**src/design/headset_detect_pkg.sv**
```systemverilog
package headset_detect_pkg;

	////////////////////////////////////////////////////////////////////////////////
	// Register offsets, as seen on the command-byte side of the host bus.

	localparam logic [7:0] DETECT_CONTROL_ADDR  = 8'h41;
	localparam logic [7:0] DETECT_RESULT_ADDR   = 8'h05;
	localparam logic [7:0] STATUS_FLAGS_ADDR    = 8'h06;
	localparam logic [7:0] STATUS_IRQ_MASK_ADDR = 8'h07;

	////////////////////////////////////////////////////////////////////////////////
	// Reset values.

	localparam logic [7:0] DETECT_CONTROL_RESET  = 8'h00;
	localparam logic [7:0] DETECT_RESULT_RESET   = 8'h00;
	localparam logic [7:0] STATUS_FLAGS_RESET    = 8'h00;
	localparam logic [7:0] STATUS_IRQ_MASK_RESET = 8'h00;
	localparam logic [7:0] UNMAPPED_READ_VALUE   = 8'h00;

	////////////////////////////////////////////////////////////////////////////////
	// Field positions of the detection control register.

	localparam int CTRL_FORCE_INDICATOR_LOW_BIT  = 4;
	localparam int CTRL_PIN_TRIGGER_DISABLE_BIT  = 3;
	localparam int CTRL_INDICATOR_IRQ_MODE_BIT   = 2;
	localparam int CTRL_AUTO_ROUTE_DISABLE_BIT   = 1;
	localparam int CTRL_DETECT_START_BIT         = 0;
	localparam logic [7:0] CTRL_STORED_MASK      = 8'h1E;

	////////////////////////////////////////////////////////////////////////////////
	// Field positions of the result register.

	localparam int RESULT_GROUND_BAND_BIT        = 6;
	localparam int RESULT_TIP_SLEEVE_MSB         = 5;
	localparam int RESULT_TIP_SLEEVE_LSB         = 3;
	localparam int RESULT_TIP_RING2_MSB          = 2;
	localparam int RESULT_TIP_RING2_LSB          = 0;
	localparam logic [7:0] RESULT_WRITABLE_MASK  = 8'h7F;

	////////////////////////////////////////////////////////////////////////////////
	// Field positions of the status flag and mask registers.

	localparam int FLAG_DETECT_FAILURE_BIT       = 3;
	localparam int FLAG_MIC_FOUND_BIT            = 1;
	localparam int FLAG_THREE_POLE_FOUND_BIT     = 0;
	localparam int MASK_INDICATOR_TRISTATE_BIT   = 4;
	localparam logic [7:0] FLAG_EVENT_MASK       = 8'h0B;
	localparam logic [7:0] IRQ_MASK_STORED_MASK  = 8'h1B;

	////////////////////////////////////////////////////////////////////////////////
	// Timing.

	localparam int TRIGGER_DELAY_MS   = 120;
	localparam int CORE_CLK_KHZ       = 125000;
	localparam int TRIGGER_DELAY_CYC  = TRIGGER_DELAY_MS * CORE_CLK_KHZ;
	localparam int DELAY_COUNT_WIDTH  = 24;

	////////////////////////////////////////////////////////////////////////////////
	// Detection sequencer states.

	typedef enum logic [2:0] {
		SEQ_IDLE    = 3'b001,
		SEQ_SETTLE  = 3'b010,
		SEQ_MEASURE = 3'b100
	} detect_state_t;

endpackage

```
**src/design/trigger_edge_sync.sv**
```systemverilog
`timescale 1ns/1ps

module trigger_edge_sync (
	input  wire logic core_clk,
	input  wire logic resetn,
	input  wire logic pinLevel,
	output logic      risePulse
);

	logic syncFirst;
	logic syncSecond;
	logic syncLast;

	// The first stage feeds only the second; the edge is taken between stages two and three.
	always_ff @(posedge core_clk or negedge resetn) begin
		if (!resetn) begin
			syncFirst  <= 1'b0;
			syncSecond <= 1'b0;
			syncLast   <= 1'b0;
		end else begin
			syncFirst  <= pinLevel;
			syncSecond <= syncFirst;
			syncLast   <= syncSecond;
		end
	end

	assign risePulse = syncSecond & ~syncLast;

endmodule // trigger_edge_sync

```
**src/design/headset_detect_status_regs.sv**
```systemverilog
`timescale 1ns/1ps

module headset_detect_status_regs
	import headset_detect_pkg::*;
#(
	parameter int TRIGGER_DELAY_CYCLES = TRIGGER_DELAY_CYC
) (
	input  wire logic       core_clk,
	input  wire logic       resetn,
	input  wire logic [7:0] regAddr,
	input  wire logic [7:0] regWrData,
	input  wire logic       regWrite,
	input  wire logic       regRead,
	output logic      [7:0] regRdData,
	input  wire logic       detectTriggerPin,
	input  wire logic       micIndicatorNIn,
	output logic            micIndicatorNOut,
	output logic            micIndicatorNOen,
	output logic            measureRequest,
	input  wire logic       measureDone,
	input  wire logic       measureGroundSleeve,
	input  wire logic [2:0] measureTipSleeveBin,
	input  wire logic [2:0] measureTipRing2Bin,
	input  wire logic       measureMicFound,
	input  wire logic       measureThreePole,
	output logic            routeMicToSleeve,
	output logic            routeMicToRing2,
	output logic            routeGroundToSleeve,
	output logic            routeGroundToRing2,
	output logic            routeUpdated
);

	////////////////////////////////////////////////////////////////////////////////
	// Declarations.

	localparam logic [DELAY_COUNT_WIDTH-1:0] DELAY_LAST =
		DELAY_COUNT_WIDTH'(TRIGGER_DELAY_CYCLES - 1);

	logic [7:0]                   detectControl;
	logic [7:0]                   detectResult;
	logic [7:0]                   detectStatusFlags;
	logic [7:0]                   statusIrqMask;
	logic                         irqPending;
	detect_state_t                seqState;
	detect_state_t                next_seqState;
	logic [DELAY_COUNT_WIDTH-1:0] delayCount;

	logic                         pinRise;
	logic                         hitControl;
	logic                         hitResult;
	logic                         hitStatus;
	logic                         hitMask;
	logic                         writeControl;
	logic                         writeResult;
	logic                         writeMask;
	logic                         readStatus;
	logic                         softwareStart;
	logic                         pinStart;
	logic                         sequenceBegin;
	logic                         measureFinish;
	logic                         delayExpired;
	logic                         forceIndicatorLow;
	logic                         pinTriggerDisable;
	logic                         indicatorIrqMode;
	logic                         autoRouteDisable;
	logic                         indicatorTristate;
	logic                         detectFailure;
	logic [7:0]                   newFlags;
	logic [7:0]                   newResult;
	logic                         newIrqEvent;
	logic [7:0]                   readMux;
	logic                         indicatorLow;
	logic                         indicatorRelease;

	////////////////////////////////////////////////////////////////////////////////
	// Trigger pin synchroniser and rising edge.

	trigger_edge_sync triggerSync (
		.core_clk  (core_clk),
		.resetn    (resetn),
		.pinLevel  (detectTriggerPin),
		.risePulse (pinRise)
	);

	////////////////////////////////////////////////////////////////////////////////
	// Register decode.

	// Only the four mapped offsets decode; any other offset is ignored on write and reads as zero.
	assign hitControl   = (regAddr == DETECT_CONTROL_ADDR);
	assign hitResult    = (regAddr == DETECT_RESULT_ADDR);
	assign hitStatus    = (regAddr == STATUS_FLAGS_ADDR);
	assign hitMask      = (regAddr == STATUS_IRQ_MASK_ADDR);
	assign writeControl = regWrite & hitControl;
	assign writeResult  = regWrite & hitResult;
	assign writeMask    = regWrite & hitMask;
	assign readStatus   = regRead & hitStatus;

	assign forceIndicatorLow = detectControl[CTRL_FORCE_INDICATOR_LOW_BIT];
	assign pinTriggerDisable = detectControl[CTRL_PIN_TRIGGER_DISABLE_BIT];
	assign indicatorIrqMode  = detectControl[CTRL_INDICATOR_IRQ_MODE_BIT];
	assign autoRouteDisable  = detectControl[CTRL_AUTO_ROUTE_DISABLE_BIT];
	assign indicatorTristate = statusIrqMask[MASK_INDICATOR_TRISTATE_BIT];

	////////////////////////////////////////////////////////////////////////////////
	// Detection start sources.

	assign softwareStart = writeControl & regWrData[CTRL_DETECT_START_BIT];
	assign pinStart      = pinRise & ~pinTriggerDisable;
	assign sequenceBegin = (softwareStart | pinStart) & (seqState == SEQ_IDLE);
	assign delayExpired  = (delayCount == DELAY_LAST);
	assign measureFinish = (seqState == SEQ_MEASURE) & measureDone;

	////////////////////////////////////////////////////////////////////////////////
	// Detection sequencer.

	// A software start skips the settle wait; only a jack insertion needs time to seat.
	always_comb begin
		next_seqState = seqState;
		case (seqState)
			SEQ_IDLE: begin
				if (softwareStart) begin
					next_seqState = SEQ_MEASURE;
				end else if (pinStart) begin
					next_seqState = SEQ_SETTLE;
				end
			end
			SEQ_SETTLE: begin
				if (delayExpired) begin
					next_seqState = SEQ_MEASURE;
				end
			end
			SEQ_MEASURE: begin
				if (measureDone) begin
					next_seqState = SEQ_IDLE;
				end
			end
			default: begin
				next_seqState = SEQ_IDLE;
			end
		endcase
	end

	always_ff @(posedge core_clk or negedge resetn) begin
		if (!resetn) begin
			seqState <= SEQ_IDLE;
		end else begin
			seqState <= next_seqState;
		end
	end

	// The counter width bounds the longest settle delay that the parameter may ask for.
	always_ff @(posedge core_clk or negedge resetn) begin
		if (!resetn) begin
			delayCount <= '0;
		end else if (seqState == SEQ_SETTLE) begin
			delayCount <= delayCount + 1'b1;
		end else begin
			delayCount <= '0;
		end
	end

	// The request stands for the whole measurement and drops after the done cycle.
	assign measureRequest = (seqState == SEQ_MEASURE);

	////////////////////////////////////////////////////////////////////////////////
	// Detection control register.

	// The start bit is an action, not a setting, so it is never stored.
	always_ff @(posedge core_clk or negedge resetn) begin
		if (!resetn) begin
			detectControl <= DETECT_CONTROL_RESET;
		end else if (writeControl) begin
			detectControl <= regWrData & CTRL_STORED_MASK;
		end
	end

	////////////////////////////////////////////////////////////////////////////////
	// Result and status capture.

	// A measurement that finds neither plug type reports a failure.
	assign detectFailure = ~measureMicFound & ~measureThreePole;

	always_comb begin
		newResult = DETECT_RESULT_RESET;
		newResult[RESULT_GROUND_BAND_BIT] = measureGroundSleeve;
		newResult[RESULT_TIP_SLEEVE_MSB:RESULT_TIP_SLEEVE_LSB] = measureTipSleeveBin;
		newResult[RESULT_TIP_RING2_MSB:RESULT_TIP_RING2_LSB] = measureTipRing2Bin;
	end

	always_comb begin
		newFlags = STATUS_FLAGS_RESET;
		newFlags[FLAG_DETECT_FAILURE_BIT]   = detectFailure;
		newFlags[FLAG_MIC_FOUND_BIT]        = measureMicFound;
		newFlags[FLAG_THREE_POLE_FOUND_BIT] = measureThreePole;
	end

	always_ff @(posedge core_clk or negedge resetn) begin
		if (!resetn) begin
			detectResult <= DETECT_RESULT_RESET;
		end else if (measureFinish) begin
			detectResult <= newResult;
		end else if (sequenceBegin) begin
			detectResult <= DETECT_RESULT_RESET;
		end else if (writeResult) begin
			detectResult <= regWrData & RESULT_WRITABLE_MASK;
		end
	end

	always_ff @(posedge core_clk or negedge resetn) begin
		if (!resetn) begin
			detectStatusFlags <= STATUS_FLAGS_RESET;
		end else if (measureFinish) begin
			detectStatusFlags <= newFlags;
		end else if (sequenceBegin) begin
			detectStatusFlags <= STATUS_FLAGS_RESET;
		end
	end

	////////////////////////////////////////////////////////////////////////////////
	// Interrupt mask and pending latch.

	// Mask bits 0, 1 and 3 only gate new events; a pending interrupt stays until the status is read.
	always_ff @(posedge core_clk or negedge resetn) begin
		if (!resetn) begin
			statusIrqMask <= STATUS_IRQ_MASK_RESET;
		end else if (writeMask) begin
			statusIrqMask <= regWrData & IRQ_MASK_STORED_MASK;
		end
	end

	// Only the cycle that loads a result can raise an interrupt.
	assign newIrqEvent = measureFinish & (|(newFlags & ~statusIrqMask & FLAG_EVENT_MASK));

	// A new event in the same cycle as a status read keeps the latch set.
	always_ff @(posedge core_clk or negedge resetn) begin
		if (!resetn) begin
			irqPending <= 1'b0;
		end else if (newIrqEvent) begin
			irqPending <= 1'b1;
		end else if (readStatus) begin
			irqPending <= 1'b0;
		end
	end

	////////////////////////////////////////////////////////////////////////////////
	// Automatic routing.

	// A three-pole plug has ring2 and sleeve shorted, so both ground switches close.
	always_ff @(posedge core_clk or negedge resetn) begin
		if (!resetn) begin
			routeMicToSleeve    <= 1'b0;
			routeMicToRing2     <= 1'b0;
			routeGroundToSleeve <= 1'b0;
			routeGroundToRing2  <= 1'b0;
			routeUpdated        <= 1'b0;
		end else if (measureFinish & ~autoRouteDisable) begin
			routeMicToSleeve    <= measureMicFound & ~measureGroundSleeve;
			routeMicToRing2     <= measureMicFound & measureGroundSleeve;
			routeGroundToSleeve <= measureGroundSleeve | measureThreePole;
			routeGroundToRing2  <= ~measureGroundSleeve | measureThreePole;
			routeUpdated        <= 1'b1;
		end else begin
			routeUpdated        <= 1'b0;
		end
	end

	////////////////////////////////////////////////////////////////////////////////
	// Microphone indicator, open drain: the pin is only ever pulled low.

	always_comb begin
		indicatorLow = 1'b0;
		if (forceIndicatorLow) begin
			indicatorLow = 1'b1;
		end else if (indicatorIrqMode) begin
			indicatorLow = irqPending;
		end else begin
			indicatorLow = detectStatusFlags[FLAG_MIC_FOUND_BIT];
		end
	end

	assign micIndicatorNOut = 1'b0;
	assign indicatorRelease = ~(indicatorLow & ~indicatorTristate);

	// The enable leaves a flip-flop, so a change of mode or mask cannot glitch the pin.
	always_ff @(posedge core_clk or negedge resetn) begin
		if (!resetn) begin
			micIndicatorNOen <= 1'b1;
		end else begin
			micIndicatorNOen <= indicatorRelease;
		end
	end

	////////////////////////////////////////////////////////////////////////////////
	// Read port.

	// Read data is captured on the strobe and then held until the next read.
	always_comb begin
		readMux = UNMAPPED_READ_VALUE;
		if (hitControl) begin
			readMux = detectControl;
		end else if (hitResult) begin
			readMux = detectResult;
		end else if (hitStatus) begin
			readMux = detectStatusFlags;
		end else if (hitMask) begin
			readMux = statusIrqMask;
		end
	end

	always_ff @(posedge core_clk or negedge resetn) begin
		if (!resetn) begin
			regRdData <= UNMAPPED_READ_VALUE;
		end else if (regRead) begin
			regRdData <= readMux;
		end
	end

endmodule // headset_detect_status_regs

```
**config.mk**
```make
export PLATFORM = sky130hd
export DESIGN_NAME = headset_detect_status_regs
export DESIGN_NICKNAME = d
export VERILOG_FILES = /design/src/design/headset_detect_pkg.sv /design/src/design/trigger_edge_sync.sv /design/src/design/headset_detect_status_regs.sv
export SDC_FILE = /design/constraint.sdc
export NUM_CORES = 1
export LEC_CHECK = 0
export ABC_AREA = 1
export BUFFER_PORTS_ARGS = -buffer_cell sky130_fd_sc_hd__buf_4
export CAP_MARGIN = 20
export CELL_PAD_IN_SITES_DETAIL_PLACEMENT = 0
export CELL_PAD_IN_SITES_GLOBAL_PLACEMENT = 1
export CORE_MARGIN = 5
export CORE_UTILIZATION = 38
export DETAILED_ROUTE_END_ITERATION = 10
export HOLD_SLACK_MARGIN = 0.06
export PLACE_DENSITY = 0.73
export SLEW_MARGIN = 10
export SYNTH_ARGS = -nofsm -noshare
export SYNTH_HDL_FRONTEND = slang
export SYNTH_SLANG_ARGS = --single-unit
```
**constraint.sdc**
```tcl
create_clock -name core_clk -period 1.3 [get_ports core_clk]
set_input_delay 0.39 -clock core_clk [delete_from_list [all_inputs] [get_ports core_clk]]
set_output_delay 0.39 -clock core_clk [all_outputs]
set_load 0.01 [all_outputs]
```
# After elaboration in Yosys (flattened, before gate mapping)

Index checks and enable logic that the tools add are counted.

Flip-flop bits (word level): 69
Word-level logic and storage cells: 82
Input bits: 32
Output and inout port bits: 16

Eq/ne operators: 11
Add/subtract/negate cells: 1
Reductions and logical operators: 5
Muxes and demuxes: 20
Bitwise gates (word level): 28

Operators by type and width:

| operator                | number |
|---|---|
| $mux W8                 | 8 |
| $add A24 B1 Y24 const B | 1 |
| $eq A24 B24 Y1 const B  | 1 |
| $eq A8 B3 Y1 const B    | 3 |
| $mux W24                | 1 |
| $and A1 B1 Y1           | 15 |
| $mux W3                 | 4 |
| $pmux W3 S3             | 1 |
| $eq A8 B7 Y1 const B    | 1 |
| $not A1 Y1              | 8 |
| $mux W1                 | 5 |
| $mux W5                 | 1 |
| $and A4 B4 Y4           | 1 |
| $not A4 Y4              | 1 |
| $reduce_bool A2 Y1      | 2 |
| $eq A3 B1 Y1 const B    | 1 |
| $eq A3 B2 Y1 const B    | 1 |
| $eq A3 B3 Y1 const B    | 1 |
| $ne A3 B3 Y1 const B    | 1 |
| $or A1 B1 Y1            | 3 |
| $reduce_and A3 Y1       | 1 |
| $reduce_bool A3 Y1      | 1 |
| $reduce_or A3 Y1        | 1 |
| $ne A2 B1 Y1 const B    | 1 |
| $ne A2 B2 Y1 const B    | 1 |

# Longest topological paths before layout

Depth in word-level cells: 7
Gate-level depth with buffers: 10
Depth with buffers taken out: 10

# Cells and area by module

From an unflattened synthesis, not the netlist that was laid out.

Cell total of the unflattened synthesis: 428
Area, all modules: 3,273.1 um^2

By module, submodules not included:

| module                     | area an instance (um^2) | times used | cells an instance | seq. area each (um^2) |
|---|---|---|---|---|
| headset_detect_status_regs | 3,188.1                 | 1          | 423               | 1,478.9 |
| trigger_edge_sync          | 85.1                    | 1          | 5                 | 75.1 |

# Worst setup path before layout

Ideal clock, no wire load.

Path type: in2reg
Start: in regAddr[7]
End: reg statusIrqMask[0]
Arrival time: 1,344 ps
Required time: 1,175 ps
Path buffers: 0
Cell stages on the path: 5
Path slack: -169 ps
Library setup time: 125 ps
Cell sequence: nor2_1 > nand3_1 > or2_4 > nor2_4 > mux2_2

Longest elaborated chain between the ends: 2

Ends and longest elaborated chain:

| what                   | RTL line                          | text |
|---|---|---|
| start: declaration     | headset_detect_status_regs.sv:10  | `input wire logic [7:0] regAddr,` |
| $eq A8 B3 Y1           | headset_detect_status_regs.sv:92  | `assign hitMask = (regAddr == STATUS_IRQ_MASK_ADDR);` |
| $and A1 B1 Y1          | headset_detect_status_regs.sv:95  | `assign writeMask = regWrite & hitMask;` |
| end signal: assignment | headset_detect_status_regs.sv:227 | `statusIrqMask <= regWrData & IRQ_MASK_STORED_MASK;` |
| end: declaration       | headset_detect_status_regs.sv:42  | `logic [7:0] statusIrqMask;` |

Every way passes these cells.
A chain may end at the register's enable or synchronous reset.

# Final worst setup path

Start: reg seqState[0]
End: reg seqState[2]

Longest elaborated chain between the ends: 3
Elaborated cells on any way between the ends: 8
Classes of those cells: eq/ne: 6; mux: 1; reduce/logical: 1

Ends and longest elaborated chain:

| what                                                 | RTL line                          | text |
|---|---|---|
| start: declaration                                   | headset_detect_status_regs.sv:44  | `detect_state_t seqState;` |
| start signal: assignment                             | headset_detect_status_regs.sv:147 | `seqState <= next_seqState;` |
| $eq A3 B1 Y1, or another cell as far along           | headset_detect_status_regs.sv:119 | `case (seqState)` |
| $ne A3 B3 Y1 (no line), or another cell as far along | n/a                               |  |
| $reduce_and A3 Y1 (no line)                          | n/a                               |  |

Parallel ways exist; a longest one is shown, timed or not.

==> qor.yml <==
run_status:
  outcome: "finished with violations"
  violations: "setup timing"
clock_network:
  clock_sinks: 62
  htreeDepth: 3
  cts_tree: "yes"
  cts_root_buf: "clkbuf_8"
  cts_buffers: 9
  cts.reportedPaths.clkPinSlew_ns: 0.06
  clock_latency_ns: 0.34
  clockBufferDepth: 2
floorplan:
  rows: 33
  initial_core_util_pct: 39.1
  ios: 48
  die_area_um2: 10400
  dieHeight_um: 102
  core_area_um2: 8260
  die_w_um: 102
power_and_ir_drop:
  vdd_drop_max_mv: 0.497
  clockPowerShare_pct: 36.0
  share_comb_of_total_power_pct: 17.8
  power.switching_mw: 1.30
  power-per-cell-area_nw_per_um2: 985
  power.share.sequential_pct: 46.2
  sw_frac_of_total_pct: 27.1
  leakage_nw: 2.31
  internal_power_mw: 3.51
hold_path:
  hold_class: "primary input to flop"
  whs_path_depth: 1
timing:
  holdWs_ns: 0.165
  drv_slew: 0
  setup_viol: 31
  fin_crit_ns: 1.62
  fin_crit_sh_pct: 125
  hold_viol: 0
  rsz0062_at_grt: "true"
  tns_ns: -5.14
  postLayoutSetupSlackWorst_ns: -0.320
  fin_skew_ns: 0.0107
  max_freq_mhz: 617
routing:
  wl_per_cell_um: 14.1
  wirelength_um: 8710
  first_pass_iters: 4
  via_per_inst: 4.82
  drc: 0
  ant_nets: 0
  first_iter_violations: 138
  vias: 2973
global_routing:
  grt_pass1_vias: 2997
  grt_pass1_wl_um: 14500
  grt_antenna_before_repair: 0
  grt_max_degree: 21
  overflow: 0
  grtUsageTotal_pct: 17.8
synthesis:
  ys_types: 37
  yosysTopAreaCell: "dfrtp_1"
  synthTopCellsByArea: "dfrtp_1 46%, nand2_1 10%, inv_1 4.2%, nor2_1 4.2%, o21ai_0 4.2%"
  yosysSeqAreaShare_pct: 48.1
  avgSynthCellArea_um2: 8.48
  ys_ff_latch: 62
  synthArstFlopShare_pct: 100
  synth_top_cell_area_share_pct: 46.5
  ys.warnings.count: 0
  synth_ff_type: "dfrtp_1"
  synth_cells: 381
  synth_edf_count: 0
  synthesis.area_um2: 3230
critical_path:
  crit_cells: 9
  crit_path_end_kind: "flop"
  arrival_ns: 1.89
  reg2regPathDepth: 9
  worstPathCellList: "inv_4 -> buf_4 -> buf_6 -> nor3_4 -> buf_12 -> buf_6 -> nand3_2 -> nand2_1 -> a31o_1"
  path_buf_inv: 5
  critical_path_class: "flop to flop"
  crit_top_cell: "buf_6"
  path_max_fanout: 7
  critPathLaunchType: "flop"
  cp_top_family: "buffers and inverters"
  cp.required_ns: 1.57
  slowest_stage: "dfstp_2"
  cpPeakStageDelay_ns: 0.56
finish:
  seq_area_um2: 1560
  final_cells: 617
  syn_to_final_growth_pct: 51.3
  mostFrequentLayoutCell: "buf_4"
  final_area_um2: 4880
  nFillCells: 776
  drive_above_1_share_pct: 44.1
  multi_input_area_um2: 1820
  nNetsFinal: 540
  n_antenna_cell: 0
  final_cell_mix: "96 x buf_4, 84 x nand2_1, 59 x dfrtp_1"
placed_design:
  place_area_um2: 4110
  portBuffers: 43
  gp_congestion: 0.791
  dpl.cell_count: 575
  hpwl_um: 6090
run:
  drv_cap: 0
## metal layers
metal | part of all wire (%) | track usage (%)
met5 | 0 | 0
met3 | 4.7 | 4.78
met4 | 0.99 | 5.75
met1 | 50 | 25.3
met2 | 44 | 26.4
## final timing paths
check | from | to | slack [ns]
setup / recovery | seqState[0] | seqState[2] | -0.32
hold / removal | detectTriggerPin | triggerSync.syncFirst | 0.16
setup reg to reg | seqState[0] | seqState[2] | -0.32
hold reg to reg | triggerSync.syncFirst | triggerSync.syncSecond | 0.35
max in group asynchronous | resetn | seqState[0] | 0.31
min in group asynchronous | resetn | delayCount[6] | 0.48
## area by class of cell
type	instances	area share, %
tap	105	2.69
clock buffer	12	3.18
multi-input combinational	277	37.2
timing repair buffer	119	20.7
inverter	38	3.38
sequential	62	31.8
clock inverter	4	0.922
## stage by stage
step | utilization, % | setup WS, ns | total power [mW]
3_5_place_dp | 49.8 | -0.253 | 2.80
6_report | 59.2 | -0.320 | 4.81
3_3_place_gp | 49.8 | -0.247 | 2.79
2_1_floorplan | - | -0.147 | 2.50
5_1_grt | 59.2 | -0.380 | 5.07
4_1_cts | 55.9 | -0.320 | 4.73
## logic make-up (layout without fill, tap and decap cells)
logic type	after synthesis	count (layout)	synth area share [%]
other	1	2	0.116
multiplexers	3	3	1.05
buffers and inverters	46	173	6.35
AND/OR/NAND/NOR	203	206	32.9
AO/OA/AOI/OAI	62	62	10.3
flip-flops	62	62	48.1
XOR/XNOR	3	3	0.814
adder cells (fa/ha/maj)	1	1	0.387
## power by group through the flow
| stage | Combinational [mW] | Sequential (mW) | Clock (mW) |
|---|---|---|---|
| after floorplan | 0.292 | 2.20 | 0 |
| after global placement | 0.543 | 2.25 | 0 |
| after detailed placement | 0.557 | 2.25 | 0 |
| after CTS | 0.720 | 2.22 | 1.79 |
| after global routing | 0.942 | 2.24 | 1.89 |
| final | 0.856 | 2.22 | 1.73 |
## sequential cells by signal, summed over array words and instances, names as in the netlist
register,cells
delayCount,24
detectControl,4
detectResult,7
detectStatusFlags,3
irqPending,1
micIndicatorNOen,1
regRdData,7
routeGroundToRing2,1
routeGroundToSleeve,1
routeMicToRing2,1
routeMicToSleeve,1
routeUpdated,1
seqState,3
statusIrqMask,4
triggerSync.syncFirst,1
triggerSync.syncLast,1
triggerSync.syncSecond,1
## synth_stat cells (4+ instances only)
cell and count:
o21ai_0 27, nor3_4 5, nor2_4 7, nand3_1 24, a21oi_1 18, nand2_2 5
nor2_1 36, nand2_1 90, o21ai_1 7, nor3_1 4, nand3_2 6, inv_1 36
dfrtp_1 60, nand4_1 13
## repair_timing
item,4_1_cts,5_1_grt
hold endpoints to repair,16,0
hold buffers,1,0
pin swaps,7,15
setup endpoints to repair,30,46
buffers inserted,14,14
gates resized for setup,46,49
cloned,2,1
(Power assumes the default switching activity.)
